--- src/hdl/ata_regs_pkg.sv ---
// Constants, types and register map for the Ata_socket_control / extended index bank
// ----------------------------------------------------------------------------
// Overview of operation
// Chip information bits 5-0 read back a fixed silicon revision value.
// Chip information bits 7-6 alternate between two codes on successive reads.
// Ata_socket_control bit 0 set turns the socket into an ATA drive interface.
// Bit 1 routes card audio input to the activity lamp in I/O or ATA mode.
// Software keeps bit 1 clear while a socket runs memory card mode.
// In ATA mode bits 7-3 drive address pins A25-A21; otherwise only stored.
// Extended select resets to zero, sits at 2Eh, picks the register behind 2Fh.
// Extended 03h control 1, 05h-09h window upper address, 25h misc control 3.
// Extended 34h-3Bh are read-only revision, identity, capability, implementation bytes.
// Extended 00h is scratchpad; 01h, 02h, 04h, 0Ah are reserved.
// Data port reads and writes the register chosen by the extended select.
// Ata_socket_control and extended select are held separately for each socket.
// ----------------------------------------------------------------------------
package ata_regs_pkg;

    // ------------------------------------------------------------------------
    // Primary index map
    // ------------------------------------------------------------------------
    localparam logic [7:0] IDX_CHIP_INFO = 8'h1f;
    localparam logic [7:0] IDX_ATA_CTRL = 8'h26;
    localparam logic [7:0] IDX_EXT_SELECT = 8'h2e;
    localparam logic [7:0] IDX_EXT_DATA = 8'h2f;

    // ------------------------------------------------------------------------
    // Extended index map
    // ------------------------------------------------------------------------
    localparam logic [7:0] EXT_SCRATCH = 8'h00;
    localparam logic [7:0] EXT_CTRL1 = 8'h03;
    localparam logic [7:0] EXT_UPPER_FIRST = 8'h05;
    localparam logic [7:0] EXT_UPPER_LAST = 8'h09;
    localparam logic [7:0] EXT_MISC3 = 8'h25;
    localparam logic [7:0] EXT_ID_FIRST = 8'h34;
    localparam logic [7:0] EXT_ID_LAST = 8'h3b;

    // ------------------------------------------------------------------------
    // Field positions and reset values
    // ------------------------------------------------------------------------
    localparam int REV_W = 6;
    localparam int ATA_MODE_BIT = 0;
    localparam int SPK_LAMP_BIT = 1;
    localparam int ADDR_LSB = 3;
    localparam int ADDR_MSB = 7;
    localparam int CTRL1_LAMP_EN_BIT = 2;
    localparam int MISC3_LSB = 6;
    localparam int MISC3_MSB = 7;
    localparam logic [7:0] ATA_CTRL_RESET = 8'h00;
    localparam logic [7:0] EXT_SELECT_RESET = 8'h00;
    localparam logic [7:0] EXT_REG_RESET = 8'h00;

    // ------------------------------------------------------------------------
    // Carriers
    // ------------------------------------------------------------------------
    typedef struct packed {
        logic rd;
        logic wr;
        logic socket;
        logic [7:0] index;
        logic [7:0] wdata;
    } host_req_t;

    typedef struct packed {
        logic ata_addr_top_cable_select;
        logic ata_addr_primary_secondary;
        logic ata_addr_vendor_unique;
        logic ata_addr_a22;
        logic ata_addr_a21;
    } ata_pins_t;

endpackage : ata_regs_pkg

--- src/hdl/ext_reg_file.sv ---
// Per-socket extended registers reached through the extended data port
`timescale 1ns/100ps
`default_nettype none
module ext_reg_file #(
    parameter int NUM_SOCKETS = 2,
    parameter logic [7:0][7:0] ID_BYTES = 64'h0807060504030201
) (
    input wire logic ref_clk,
    input wire logic rst_n,
    input wire logic wr_en,
    input wire logic socket,
    input wire logic [7:0] ext_index,
    input wire logic [7:0] wdata,
    output logic [7:0] rdata,
    output logic [NUM_SOCKETS-1:0] lamp_enable
);

    // Socket select is one bit wide
    if (NUM_SOCKETS < 1 || NUM_SOCKETS > 2) begin : g_bad_sockets
        $error("NUM_SOCKETS must be 1 or 2");
    end

    typedef struct packed {
        logic [NUM_SOCKETS-1:0][7:0] scratch;
        logic [NUM_SOCKETS-1:0][7:0] ctrl1;
        logic [NUM_SOCKETS-1:0][4:0][7:0] upper;
        logic [NUM_SOCKETS-1:0][1:0] misc3;
    } ext_state_t;

    ext_state_t s_reg;
    ext_state_t s_next;
    logic [2:0] upper_sel;
    logic [2:0] id_sel;
    logic in_upper;
    logic in_id;

    assign upper_sel = 3'(ext_index - ata_regs_pkg::EXT_UPPER_FIRST);
    assign id_sel = 3'(ext_index - ata_regs_pkg::EXT_ID_FIRST);
    assign in_upper = (ext_index >= ata_regs_pkg::EXT_UPPER_FIRST)
        && (ext_index <= ata_regs_pkg::EXT_UPPER_LAST);
    assign in_id = (ext_index >= ata_regs_pkg::EXT_ID_FIRST)
        && (ext_index <= ata_regs_pkg::EXT_ID_LAST);

    // ------------------------------------------------------------------------
    // Decode
    // ------------------------------------------------------------------------
    always_comb begin
        s_next = s_reg;
        rdata = 8'h00;
        // selected register access
        // control, window and misc decode
        if (ext_index == ata_regs_pkg::EXT_CTRL1) begin
            rdata = s_reg.ctrl1[socket];
            if (wr_en) begin
                s_next.ctrl1[socket] = wdata;
            end
        end else if (in_upper) begin
            rdata = s_reg.upper[socket][upper_sel];
            if (wr_en) begin
                s_next.upper[socket][upper_sel] = wdata;
            end
        end else if (ext_index == ata_regs_pkg::EXT_MISC3) begin
            rdata[ata_regs_pkg::MISC3_MSB:ata_regs_pkg::MISC3_LSB] = s_reg.misc3[socket];
            if (wr_en) begin
                s_next.misc3[socket] = wdata[ata_regs_pkg::MISC3_MSB:ata_regs_pkg::MISC3_LSB];
            end
        end else if (in_id) begin
            // fixed identity bytes, writes dropped
            rdata = ID_BYTES[id_sel];
        end else if (ext_index == ata_regs_pkg::EXT_SCRATCH) begin
            // scratchpad; reserved slots read zero
            rdata = s_reg.scratch[socket];
            if (wr_en) begin
                s_next.scratch[socket] = wdata;
            end
        end
    end

    always_ff @(posedge ref_clk) begin
        if (!rst_n) begin
            s_reg <= '0;
        end else begin
            s_reg <= s_next;
        end
    end

    always_comb begin
        for (int k = 0; k < NUM_SOCKETS; k++) begin
            lamp_enable[k] = s_reg.ctrl1[k][ata_regs_pkg::CTRL1_LAMP_EN_BIT];
        end
    end

endmodule : ext_reg_file
`default_nettype wire

--- src/hdl/ata_ctrl_ext_index_regs.sv ---
// Chip information, per-socket Ata_socket_control and extended index register bank
`timescale 1ns/100ps
`default_nettype none
module ata_ctrl_ext_index_regs #(
    parameter int NUM_SOCKETS = 2,
    // Arbitrary revision value
    parameter logic [ata_regs_pkg::REV_W-1:0] REVISION = 6'h01,
    // Arbitrary identification codes, first and second read
    parameter logic [1:0] ID_FIRST = 2'h2,
    parameter logic [1:0] ID_SECOND = 2'h1,
    // Arbitrary identity bytes for extended 34h..3Bh, byte 0 at 34h
    parameter logic [7:0][7:0] ID_BYTES = 64'h0807060504030201
) (
    input wire logic ref_clk,
    input wire logic rst_n,
    input wire ata_regs_pkg::host_req_t host_req,
    input wire logic [NUM_SOCKETS-1:0] card_io_mode,
    input wire logic [NUM_SOCKETS-1:0] card_cycle_active,
    input wire logic [NUM_SOCKETS-1:0] card_audio_or_lamp_input_n,
    output logic [7:0] rd_data,
    output logic rd_valid,
    output logic rd_claimed,
    output logic [NUM_SOCKETS-1:0] ata_mode_active,
    output ata_regs_pkg::ata_pins_t [NUM_SOCKETS-1:0] ata_pins,
    output logic [NUM_SOCKETS-1:0] card_audio_input_n,
    output logic activity_lamp_output_n
);

    // ------------------------------------------------------------------------
    // Elaboration checks
    // ------------------------------------------------------------------------
    // Socket select is one bit wide
    if (NUM_SOCKETS < 1 || NUM_SOCKETS > 2) begin : g_bad_sockets
        $error("NUM_SOCKETS must be 1 or 2");
    end
    // Equal codes would hide the read toggle
    if (ID_FIRST == ID_SECOND) begin : g_same_codes
        $error("ID_FIRST and ID_SECOND must differ");
    end
    // Code and revision must fill one byte
    if (ata_regs_pkg::REV_W != 6) begin : g_bad_rev_width
        $error("REV_W must be 6");
    end

    // ------------------------------------------------------------------------
    // State
    // ------------------------------------------------------------------------
    typedef struct packed {
        logic [NUM_SOCKETS-1:0][7:0] ata_ctrl;
        logic [NUM_SOCKETS-1:0][7:0] ext_select;
        logic id_first;
        logic [7:0] rd_data;
        logic rd_valid;
        logic rd_claimed;
        logic [NUM_SOCKETS-1:0] ata_mode;
        ata_regs_pkg::ata_pins_t [NUM_SOCKETS-1:0] pins;
        logic [NUM_SOCKETS-1:0] audio_n;
        logic lamp_n;
    } bank_state_t;

    bank_state_t s_reg;
    bank_state_t s_next;
    logic sock_ok;
    logic ext_wr;
    logic [7:0] ext_rdata;
    logic [NUM_SOCKETS-1:0] lamp_enable;

    // ------------------------------------------------------------------------
    // Helpers
    // ------------------------------------------------------------------------
    function automatic logic [7:0] chip_info_word(input logic first);
        return {(first ? ID_FIRST : ID_SECOND), REVISION};
    endfunction : chip_info_word

    function automatic ata_regs_pkg::ata_pins_t addr_pins(input logic [7:0] ctrl);
        ata_regs_pkg::ata_pins_t p;
        p = ctrl[ata_regs_pkg::ADDR_MSB:ata_regs_pkg::ADDR_LSB];
        return p;
    endfunction : addr_pins

    function automatic logic lamp_routed(input logic [7:0] ctrl, input logic io_mode);
        return ctrl[ata_regs_pkg::SPK_LAMP_BIT]
            && (io_mode || ctrl[ata_regs_pkg::ATA_MODE_BIT]);
    endfunction : lamp_routed

    // Out-of-range socket on a one-socket build touches no per-socket register
    assign sock_ok = (int'(host_req.socket) < NUM_SOCKETS);
    assign ext_wr = host_req.wr && sock_ok && (host_req.index == ata_regs_pkg::IDX_EXT_DATA);

    // ------------------------------------------------------------------------
    // Extended registers
    // ------------------------------------------------------------------------
    ext_reg_file #(
        .NUM_SOCKETS(NUM_SOCKETS),
        .ID_BYTES(ID_BYTES)
    ) u_ext (
        .ref_clk(ref_clk),
        .rst_n(rst_n),
        .wr_en(ext_wr),
        .socket(host_req.socket),
        .ext_index(s_reg.ext_select[host_req.socket]),
        .wdata(host_req.wdata),
        .rdata(ext_rdata),
        .lamp_enable(lamp_enable)
    );

    // ------------------------------------------------------------------------
    // Host access and pin logic
    // ------------------------------------------------------------------------
    always_comb begin
        logic lamp_on;
        lamp_on = 1'b0;
        s_next = s_reg;
        s_next.rd_valid = 1'b0;

        // --------------------------------------------------------------------
        // Register reads
        // --------------------------------------------------------------------
        if (host_req.rd) begin
            s_next.rd_valid = 1'b1;
            s_next.rd_claimed = 1'b0;
            s_next.rd_data = 8'h00;
            if (host_req.index == ata_regs_pkg::IDX_CHIP_INFO) begin
                // revision field
                // alternating identification
                s_next.rd_claimed = 1'b1;
                s_next.rd_data = chip_info_word(s_reg.id_first);
                s_next.id_first = ~s_reg.id_first;
            end else if (sock_ok) begin
                case (host_req.index)
                    ata_regs_pkg::IDX_ATA_CTRL: begin
                        s_next.rd_claimed = 1'b1;
                        s_next.rd_data = s_reg.ata_ctrl[host_req.socket];
                    end
                    ata_regs_pkg::IDX_EXT_SELECT: begin
                        s_next.rd_claimed = 1'b1;
                        s_next.rd_data = s_reg.ext_select[host_req.socket];
                    end
                    ata_regs_pkg::IDX_EXT_DATA: begin
                        // data port read
                        s_next.rd_claimed = 1'b1;
                        s_next.rd_data = ext_rdata;
                    end
                    default: begin
                        s_next.rd_claimed = 1'b0;
                    end
                endcase
            end
        end

        // --------------------------------------------------------------------
        // Register writes
        // --------------------------------------------------------------------
        if (host_req.wr) begin
            if (host_req.index == ata_regs_pkg::IDX_CHIP_INFO) begin
                // write restarts the sequence
                s_next.id_first = 1'b1;
            end else if (sock_ok) begin
                case (host_req.index)
                    ata_regs_pkg::IDX_ATA_CTRL: begin
                        // per-socket copy
                        s_next.ata_ctrl[host_req.socket] = host_req.wdata;
                    end
                    ata_regs_pkg::IDX_EXT_SELECT: begin
                        // extended select write
                        s_next.ext_select[host_req.socket] = host_req.wdata;
                    end
                    default: begin
                        s_next.id_first = s_next.id_first;
                    end
                endcase
            end
        end

        // --------------------------------------------------------------------
        // Pins and lamp
        // --------------------------------------------------------------------
        for (int k = 0; k < NUM_SOCKETS; k++) begin
            // ATA mode per socket
            s_next.ata_mode[k] = s_reg.ata_ctrl[k][ata_regs_pkg::ATA_MODE_BIT];
            // upper address only in ATA mode
            s_next.pins[k] = s_reg.ata_ctrl[k][ata_regs_pkg::ATA_MODE_BIT]
                ? addr_pins(s_reg.ata_ctrl[k]) : '0;
            // audio input reused as lamp input
            if (lamp_routed(s_reg.ata_ctrl[k], card_io_mode[k])) begin
                s_next.audio_n[k] = 1'b1;
                if (lamp_enable[k] && !card_audio_or_lamp_input_n[k]) begin
                    lamp_on = 1'b1;
                end
            end else begin
                s_next.audio_n[k] = card_audio_or_lamp_input_n[k];
            end
            if (lamp_enable[k] && card_cycle_active[k]) begin
                lamp_on = 1'b1;
            end
        end
        s_next.lamp_n = ~lamp_on;
    end

    always_ff @(posedge ref_clk) begin
        if (!rst_n) begin
            s_reg <= '0;
            s_reg.ata_ctrl <= {NUM_SOCKETS{ata_regs_pkg::ATA_CTRL_RESET}};
            // select cleared at reset
            s_reg.ext_select <= {NUM_SOCKETS{ata_regs_pkg::EXT_SELECT_RESET}};
            s_reg.id_first <= 1'b1;
            // Active-low pins idle high
            s_reg.audio_n <= '1;
            s_reg.lamp_n <= 1'b1;
        end else begin
            s_reg <= s_next;
        end
    end

    // ------------------------------------------------------------------------
    // Outputs
    // ------------------------------------------------------------------------
    assign rd_data = s_reg.rd_data;
    assign rd_valid = s_reg.rd_valid;
    assign rd_claimed = s_reg.rd_claimed;
    assign ata_mode_active = s_reg.ata_mode;
    assign ata_pins = s_reg.pins;
    assign card_audio_input_n = s_reg.audio_n;
    assign activity_lamp_output_n = s_reg.lamp_n;

endmodule : ata_ctrl_ext_index_regs
`default_nettype wire

--- config.mk ---
export PLATFORM = sky130hd
export DESIGN_NAME = ata_ctrl_ext_index_regs
export DESIGN_NICKNAME = d
export VERILOG_FILES = /design/src/hdl/ata_regs_pkg.sv /design/src/hdl/ext_reg_file.sv /design/src/hdl/ata_ctrl_ext_index_regs.sv
export SDC_FILE = /design/constraint.sdc
export NUM_CORES = 1
export LEC_CHECK = 0
export ABC_AREA = 1
export BUFFER_PORTS_ARGS = -buffer_cell sky130_fd_sc_hd__buf_4
export CAP_MARGIN = 20
export CORE_MARGIN = 4
export CORE_UTILIZATION = 60
export DETAILED_ROUTE_END_ITERATION = 12
export PLACE_DENSITY_LB_ADDON = 0.15
export SYNTH_ARGS = -nofsm -noshare
export SYNTH_HDL_FRONTEND = slang
export SYNTH_SLANG_ARGS = --single-unit
export TNS_END_PERCENT = 5
--- constraint.sdc ---
create_clock -name ref_clk -period 11.35 [get_ports ref_clk]
set_clock_uncertainty 0.05 [all_clocks]
set_input_delay 3.405 -clock ref_clk [delete_from_list [all_inputs] [get_ports ref_clk]]
set_output_delay 3.405 -clock ref_clk [all_outputs]
set_load 0.01 [all_outputs]
Word level (Yosys, flattened, before mapping):

Memories as Yosys holds them, arrays and structs flattened.
Cells that the tools add are included.

* input port bits: 27
* logic and storage cells: 141
* flip-flop bits (word level): 174
* memory bits (read-only): 64
* memories: 1

* order comparisons: 9
* bitwise logic cells: 8
* add/subtract/negate cells: 2
* muxes and demuxes: 50
* reductions and logical operators: 27
* equal/unequal tests: 6

Memory list
* (no name shown): words 8, bits a word 8, rd ports 1, clocked after memory_dff 0, write ports 0, line ext_reg_file.sv:69 `rdata = ID_BYTES[id_sel];`

Operators by type and width (number)
* 2-to-1 mux 8 bit: 17
* 2-to-1 mux 40 bit: 3
* bitwise mux 80 bit: 1
* bitwise mux 16 bit: 4
* demux 40 bit (select 1 bit): 1
* equality test 8 x 6 -> 1 bit, second input constant: 4
* binary-select mux 8 bit (select 3 bit): 1
* demux 8 bit (select 3 bit): 1
* one-hot mux 8 bit (3 select lines): 1
* logical AND 1 bit: 11
* 2-to-1 mux 1 bit: 11
* 2-to-1 mux 11 bit: 1
* 2-to-1 mux 2 bit: 5
* AND reduction 3 bit: 3
* demux 8 bit (select 1 bit): 1
* equality test 8 x 2 -> 1 bit, second input constant: 1
* equality test 8 x 5 -> 1 bit, second input constant: 1
* greater-or-equal comparator 8 x 3 -> 1 bit, second input constant: 1
* greater-or-equal comparator 8 x 6 -> 1 bit, second input constant: 1
* <= comparator 8 x 4 -> 1 bit, second input constant: 1
* <= comparator 8 x 6 -> 1 bit, second input constant: 1
* zero test 8 bit: 1
* < comparator 3 x 4 -> 1 bit, second input constant: 2
* inverter 1 bit: 8
* 14 further kinds: 20

Longest topological paths before layout:

Gate-level depths: netlist of run 1.

* depth in word-level cells: 14
* mapped depth: 20

Modules after synthesis:

From an unflattened synthesis of run 1, not the netlist that was laid out.

* cells, all modules: 1295
* area total of the unflattened synthesis: 8541.9 µm²

By module, submodules not included
* ext_reg_file: times used 1, cells each 864, seq. area each 2322.2 µm², area each 5594.1 µm²
* ata_ctrl_ext_index_regs: times used 1, cells each 431, seq. area each 1161.1 µm², area each 2947.8 µm²

Worst setup path before layout of run 1:

Ideal clock, no wire load.

* kind: input to register
* from: input port host_req[16] (netlist name)
* to: register u_ext.s_reg[36] (netlist name)
* path buffers: 6
* setup time: 0.123 ns
* slack: 5.385 ns
* data required time: 11.177 ns
* cell stages on the path: 15
* data arrival time: 5.791 ns
* cells stage by stage: buf_6 > buf_2 > buf_2 > buf_4 > o21ai_0 > ha_1 > buf_2 > inv_2 > nor2_2 > inv_2 > nor2_1 > buf_2 > nand2_1 > o21ai_0 > a21oi_1

* word-level cells in the longest chain between the ends: 10
* elaborated cells on any way between the ends: 20
* classes of those cells: add/sub: 1; order compare: 6; eq/ne: 1; mux: 7; bitwise: 1; reduce/logical: 4

RTL lines
* start, declared: line ata_ctrl_ext_index_regs.sv:16 `input wire ata_regs_pkg::host_req_t host_req,`
* 2-to-1 mux 8 bit (not written as such) (2 in a row): line ata_ctrl_ext_index_regs.sv:101 `.ext_index(s_reg.ext_select[host_req.socket]),`
* subtractor 3 bit: line ext_reg_file.sv:37 `assign upper_sel = 3'(ext_index - ata_regs_pkg::EXT_UPPER_FIRST);`
* < comparator 3 x 4 -> 1 bit (not written as such) or greater-or-equal comparator 3 x 1 -> 1 bit (tied branches): line ext_reg_file.sv:60 `s_next.upper[socket][upper_sel] = wdata;`
* logical AND 1 bit (not written as such): line ext_reg_file.sv:60
* 2-to-1 mux 8 bit (not written as such): line ext_reg_file.sv:60
* demux 8 bit (select 3 bit)
* 2-to-1 mux 40 bit (not written as such): line ext_reg_file.sv:60
* demux 40 bit (select 1 bit)
* bitwise mux 80 bit: line ext_reg_file.sv:60
* end signal, assigned: line ext_reg_file.sv:83 `s_reg <= s_next;`
* end, declared: line ext_reg_file.sv:30 `ext_state_t s_reg;`

Several ways; a longest one is shown, not always the timed one. The select of a mux whose other input is x is not followed.
A chain may end at the register's enable or synchronous reset.

Final worst setup path of run 1:

* from: input port host_req[16] (netlist name)
* to: register u_ext.s_reg[41] (netlist name)

The elaborated chain is that of the path after synthesis.

==> results_dict.tcl, run 1 <==
set metrics [dict create \
    dp.final_hpwl_um 14320 \
    pwr_density_cell_mw_per_mm2 140.8 \
    dieArea_mm2 0.01635 \
    fill_cells 1282 \
    largest_reg_flops 114 \
    p_leak_uw 0.003909 \
    hold_buffers 0 \
    h-tree-depth 4 \
    fin_crit_sh 0.6133 \
    power.share.combinational 0.073 \
    seqCellArea_mm2 0.003483 \
    startpoint_type "primary input" \
    grt-ovfl-total 0 \
    finalWeightedCongestion 0.9270 \
    chipWidth_um 127.9 \
    num_vias 7759 \
    num-nets-final 1274 \
    placed_cell_area_mm2 0.008780 \
    antenna_found_initial 0 \
    netlist_instances 1254 \
    final.setup.tns_ns 0 \
    finalSetupViolations 0 \
    vdd_ir_drop_max_uv 100.3 \
    rsz0062_at_grt "false" \
    grt_pass1_vias 6762 \
    crit_type "primary input to register" \
    die_height_um 127.9 \
    post_cts_buffers 0 \
    grt_first_pass_wirelength_um 34660 \
    crit_required_ns 11.61 \
    avgSynthCellArea_um2 6.877 \
    drc 0 \
    clock_latency_ns 0.44 \
    relSlewSlack 0.2719 \
    status "finished clean" \
    track_usage 0.2661 \
    area_growth_pct 9.272 \
    max_freq_mhz 143.7 \
    clk_pin_slew_ns 0.06 \
    multi_input_area_mm2 0.003969 \
    cts-resized-gates 0 \
    p_switching_uw 317.5 \
    critical_path_arrival_ns 7.22 \
    root_buffer "clkbuf_16" \
    clockPowerShare 0.466 \
    yosysWarnings 0 \
    initial_utilization 0.6165 \
    cts_tree "yes" \
    stdcell_area_mm2 0.009423 \
    coreArea_mm2 0.01399 \
    seqPwrFrac 0.461 \
    holdWs_ns 0.3940 \
    drive_above_1_share 0.1116 \
    synth_cell_types 39 \
    num_antenna_cells 0 \
    slew_viol_final 0 \
    grt_max_degree 124 \
    drv_cap 0 \
    final_cell_mix "nand2_1, inv_1, dfxtp_1" \
    wl_per_cell_um 14.97 \
    finalHoldViolCount 0 \
    dr.first_iter.drc_count 789 \
    yosys_register_bits 174 \
    io_buffers 51 \
    setup.worst_path.end_class "register" \
    p_int_uw 1009 \
    synth_area_mm2 0.008623 \
    final_antenna_net_count 0 \
    syn_nets 1286 \
    avgViaCountPerCell 5.407 \
    p_sw_frac 0.2393 \
    cts.path.max_buffers 2 \
    cp_max_fo 46 \
    routed_wl_um 21490 \
    final_common_cell "nand2_1" \
    max_slew.worst_pin.slew_ns 1.088 \
    worstHoldPathType "register to register" \
    clock-sinks 174 \
    dr.pass1.iters 5 \
    seq_area_frac_synth 0.4039 \
    ios 52 \
    num_rows 43 \
    fin_crit_ns 6.961 \
    cts_buffers 17 \
]
==> metal layers <==
metal  GRT usage  vias up  share of wire
met2      0.4017      228           0.45
met1      0.3852     3537           0.47
li1            -     3964              -
met4     0.08489        0          0.017
met3     0.05000       30          0.064
met5           0        -              0
==> per-stage QoR <==
step / util / setup slack (ns) / total power, uW / cells
floorplan: - / 5.385 / 692.2 / 1254
global placement: 0.6276 / 4.219 / 719.5 / 1402
detailed placement: 0.6276 / 4.063 / 720.3 / 1402
CTS: 0.6731 / 4.491 / 1331 / 1434
global route: 0.6736 / 4.038 / 1374 / 1435
finish: 0.6736 / 4.389 / 1327 / 1435
==> worst paths after layout <==
check                         from                to  slack (ns)  cells past startpoint
hold / removal    u_ext.s_reg[108]  u_ext.s_reg[108]        0.39                      2
setup / recovery      host_req[16]   u_ext.s_reg[41]        4.39                     12
hold reg to reg   u_ext.s_reg[108]  u_ext.s_reg[108]        0.39                      2
setup reg to reg         s_reg[34]   u_ext.s_reg[41]        7.77                     11
==> critical path: stages <==
cell and delay [ns]:
buf_4 0.41, inv_2 0.33, nand2_1 0.17, nand2_1 0.43
ha_1 0.67, inv_2 0.15, nor2_2 0.31, inv_2 0.07
nor2_1 0.59, nand2_1 0.32, o21ai_0 0.27, a21oi_1 0.07
==> synthesized netlist by cell type (all sizes together) <==
master     n  area, um^2
or2        2       12.51
a31oi      2       12.51
buf       55       357.8
clkbuf    31       116.4
and2       2       12.51
dfxtp    174        3483
o22ai      5       31.28
a211oi    32       320.3
o32ai      2       17.52
nor4       1       6.260
inv      184       693.2
a21oi    131       655.6
nand2    302        1161
nand4     10       105.1
clkinv     1       3.750
o2111ai    1       8.760
nor3       5       30.03
ha         5       62.56
o21ai    168       844.6
nand3     33       192.7
nor2     101       442.9
o211ai     7       52.55
==> kinds of logic (layout without fill, tap and decap cells) <==
group / count (synthesis) / in the layout / synth area share
flops: 174 / 174 / 0.4039
fa+ha+maj: 5 / 5 / 0.007255
buf+inv: 271 / 272 / 0.1358
compound gates: 348 / 348 / 0.2253
simple gates: 456 / 456 / 0.2277
==> power groups by stage <==
stage | Sequential, uW | Combinational (uW) | Clock, uW
final | 611 | 97.0 | 618
after global routing | 611 | 109 | 654
after CTS | 611 | 95.7 | 624
after detailed placement | 625 | 95.1 | 0
after global placement | 625 | 94.2 | 0
after floorplan | 625 | 66.9 | 0
==> cell type report <==
cell class                 count  area share
tap                          180     0.02390
clock inverter                11     0.01647
timing repair buffer          55     0.04382
sequential                   174      0.3697
inverter                     185     0.07396
clock buffer                  21     0.05099
multi-input combinational    809      0.4212
Power figures use the tool's default switching activity.
==> run 2, diff against run 1 <==
Settings changed: CORE_UTILIZATION 60 to 55.
Clock period 11.35 ns to 5.9 ns, I/O delays scaled along.
==> run 2 against run 1 <==
Net effect: setup slack got worse by 3.1 ns; non-clock buffer count rose by 5; hold slack improved by 0.00097 ns; cell count rose by 2.5%; sequential power rose by 93%; routed wire length rose by 4.0%; clock power rose by 81%; die area rose by 8.5%; largest cell class unchanged.
==> results_dict.tcl, run 2 (synthesis gave the netlist of run 1 again) <==
set metrics [dict create \
    crit_cells 13 \
    path_delay_family "simple AND/OR/NAND/NOR gates" \
    top_layer "met4" \
    num_antenna_cells 0 \
    cp_max_fo 23 \
    crit_buf_inv 5 \
    antenna_found_initial 0 \
    fin_crit_ns 4.641 \
    wl_per_cell_um 15.20 \
    final.setup.tns_ns 0 \
    seqCellArea_mm2 0.003483 \
    grt-ovfl-total 0 \
    met2_length_um 9738 \
    avgViaCountPerCell 5.254 \
    clock-sinks 174 \
    grt_pass1_vias 7052 \
    num_vias 7729 \
    utilization 0.6193 \
    drt-met1-wl_um 10700 \
    worstHoldStart "u_ext.s_reg[35]" \
    multi_input_area_mm2 0.003969 \
    final_antenna_net_count 0 \
    chipWidth_um 133.2 \
    worstHoldEndpoint "u_ext.s_reg[35]" \
    finalWeightedCongestion 0.9175 \
    crit_chain "buf_4, inv_2, or2_2, o21ai_0, buf_4, ha_1, inv_2, nor2_2, inv_2, nor2_1, nand2_1, o21ai_0, a21oi_1" \
    worst_slack_ns 1.259 \
    worstHoldPathType "register to register" \
    p_leak_uw 0.003901 \
    h-tree-depth 4 \
    crit_type "primary input to register" \
    cts-resized-gates 0 \
    post_cts_buffers 0 \
    holdPathStages 2 \
    routed_wl_um 22350 \
    r2r_setup_slack_ns 2.63 \
    wl_met3_um 1538 \
    num-nets-final 1279 \
    r2r_start "s_reg[26]" \
    root_buffer "clkbuf_16" \
    finalHoldViolCount 0 \
    critical_path_arrival_ns 4.91 \
    final_common_cell "nand2_1" \
    dr.pass1.iters 5 \
    slowest_stage "nor2_1" \
    hold_buffers 0 \
    track_usage 0.2560 \
    finalSetupViolations 0 \
    slew_viol_final 0 \
    dp.final_hpwl_um 14790 \
    dr.first_iter.drc_count 700 \
    max_slew.worst_pin.slew_ns 1.096 \
    r2r_end "u_ext.s_reg[11]" \
    rsz0062_at_grt "false" \
    final_cell_mix "nand2_1, inv_1, dfxtp_1" \
    area_growth_pct 9.576 \
    die_height_um 133.2 \
    slowest_delay_ns 0.58 \
    num_rows 45 \
    crit_required_ns 6.16 \
    ios 52 \
    pwr_density_cell_mw_per_mm2 263.6 \
    cts.path.max_buffers 2 \
    startpoint_type "primary input" \
    cts_buffers 17 \
    max_freq_mhz 215.5 \
    vdd_ir_drop_max_uv 186.9 \
    dieArea_mm2 0.01775 \
    clk_pin_slew_ns 0.07 \
    reg2reg_depth 14 \
    drv_cap 0 \
    status "finished clean" \
    cts_tree "yes" \
    io_buffers 51 \
    relSlewSlack 0.2694 \
    pre_cts_ws_ns 0.8182 \
    crit_top_cell "inv_2" \
    setup.worst_path.end_class "register" \
    initial_utilization 0.5651 \
    coreArea_mm2 0.01526 \
    cp-startpoint "host_req[16]" \
    grt_max_degree 124 \
    largest_reg_flops 114 \
    drive_above_1_share 0.1151 \
    grt_first_pass_wirelength_um 36380 \
    fin_crit_sh 0.7866 \
    fill_cells 1459 \
    drc 0 \
    clock_latency_ns 0.43 \
]
-- run 2: cell types whose count changed in the layout (fill, tap and decap cells not counted) --
cell        previous run  this run
clkbuf_8               4         0
clkinvlp_4             1         4
inv_8                  0         1
inv_6                  2         3
bufinv_16              3         2
clkinv_2               1         3
clkinv_4               4         2
buf_4                 55        60
-- run 2: how the worst max path moves through the flow --
stage / end
2_1_floorplan: u_ext.s_reg[36]
3_3_place_gp: u_ext.s_reg[36]
3_5_place_dp: u_ext.s_reg[38]
4_1_cts: u_ext.s_reg[38]
5_1_grt: u_ext.s_reg[39]
6_report: u_ext.s_reg[40]
-- run 2: where the power goes --
part	total, uW	switching (uW)	leakage (uW)	internal [uW]
sequential	1180	0.512	0.00140	1180
clock	1120	495	0.000278	629
combinational	190	138	0.00222	51.9
-- run 2: metrics by stage --
step	power, uW	area, um^2	hold slack, ns	cells
after CTS	2501	9434	0.3940	1469
after global placement	1390	8848	0.3810	1437
final	2490	9449	0.3950	1471
after detailed placement	1390	8848	0.3844	1437
after floorplan	1332	8623	0.3651	1254
after global routing	2578	9449	0.4101	1471
-- run 2: final cells by class --
cell class / instances / share of cell area
clock buffers: 17 / 0.04502
flip-flops and latches: 174 / 0.3686
multi-input cells: 809 / 0.4200
inverters: 185 / 0.07376
well taps: 211 / 0.02794
clock inverters: 15 / 0.01695
repair buffers: 60 / 0.04767
-- run 2: routing by layer --
layer  global-route usage  vias to the layer above
li1                     -                     3988
met1               0.3650                     3465
met2               0.3936                      244
met3              0.05136                       32
met4              0.07657                        0
met5                    0                        -
-- run 2: tightest hold or removal path, delay by kind of cell, from the launching register on --
family	cells	cell delay, ns
flops	1	0.31
buf+inv	1	0.05
compound gates	1	0.05
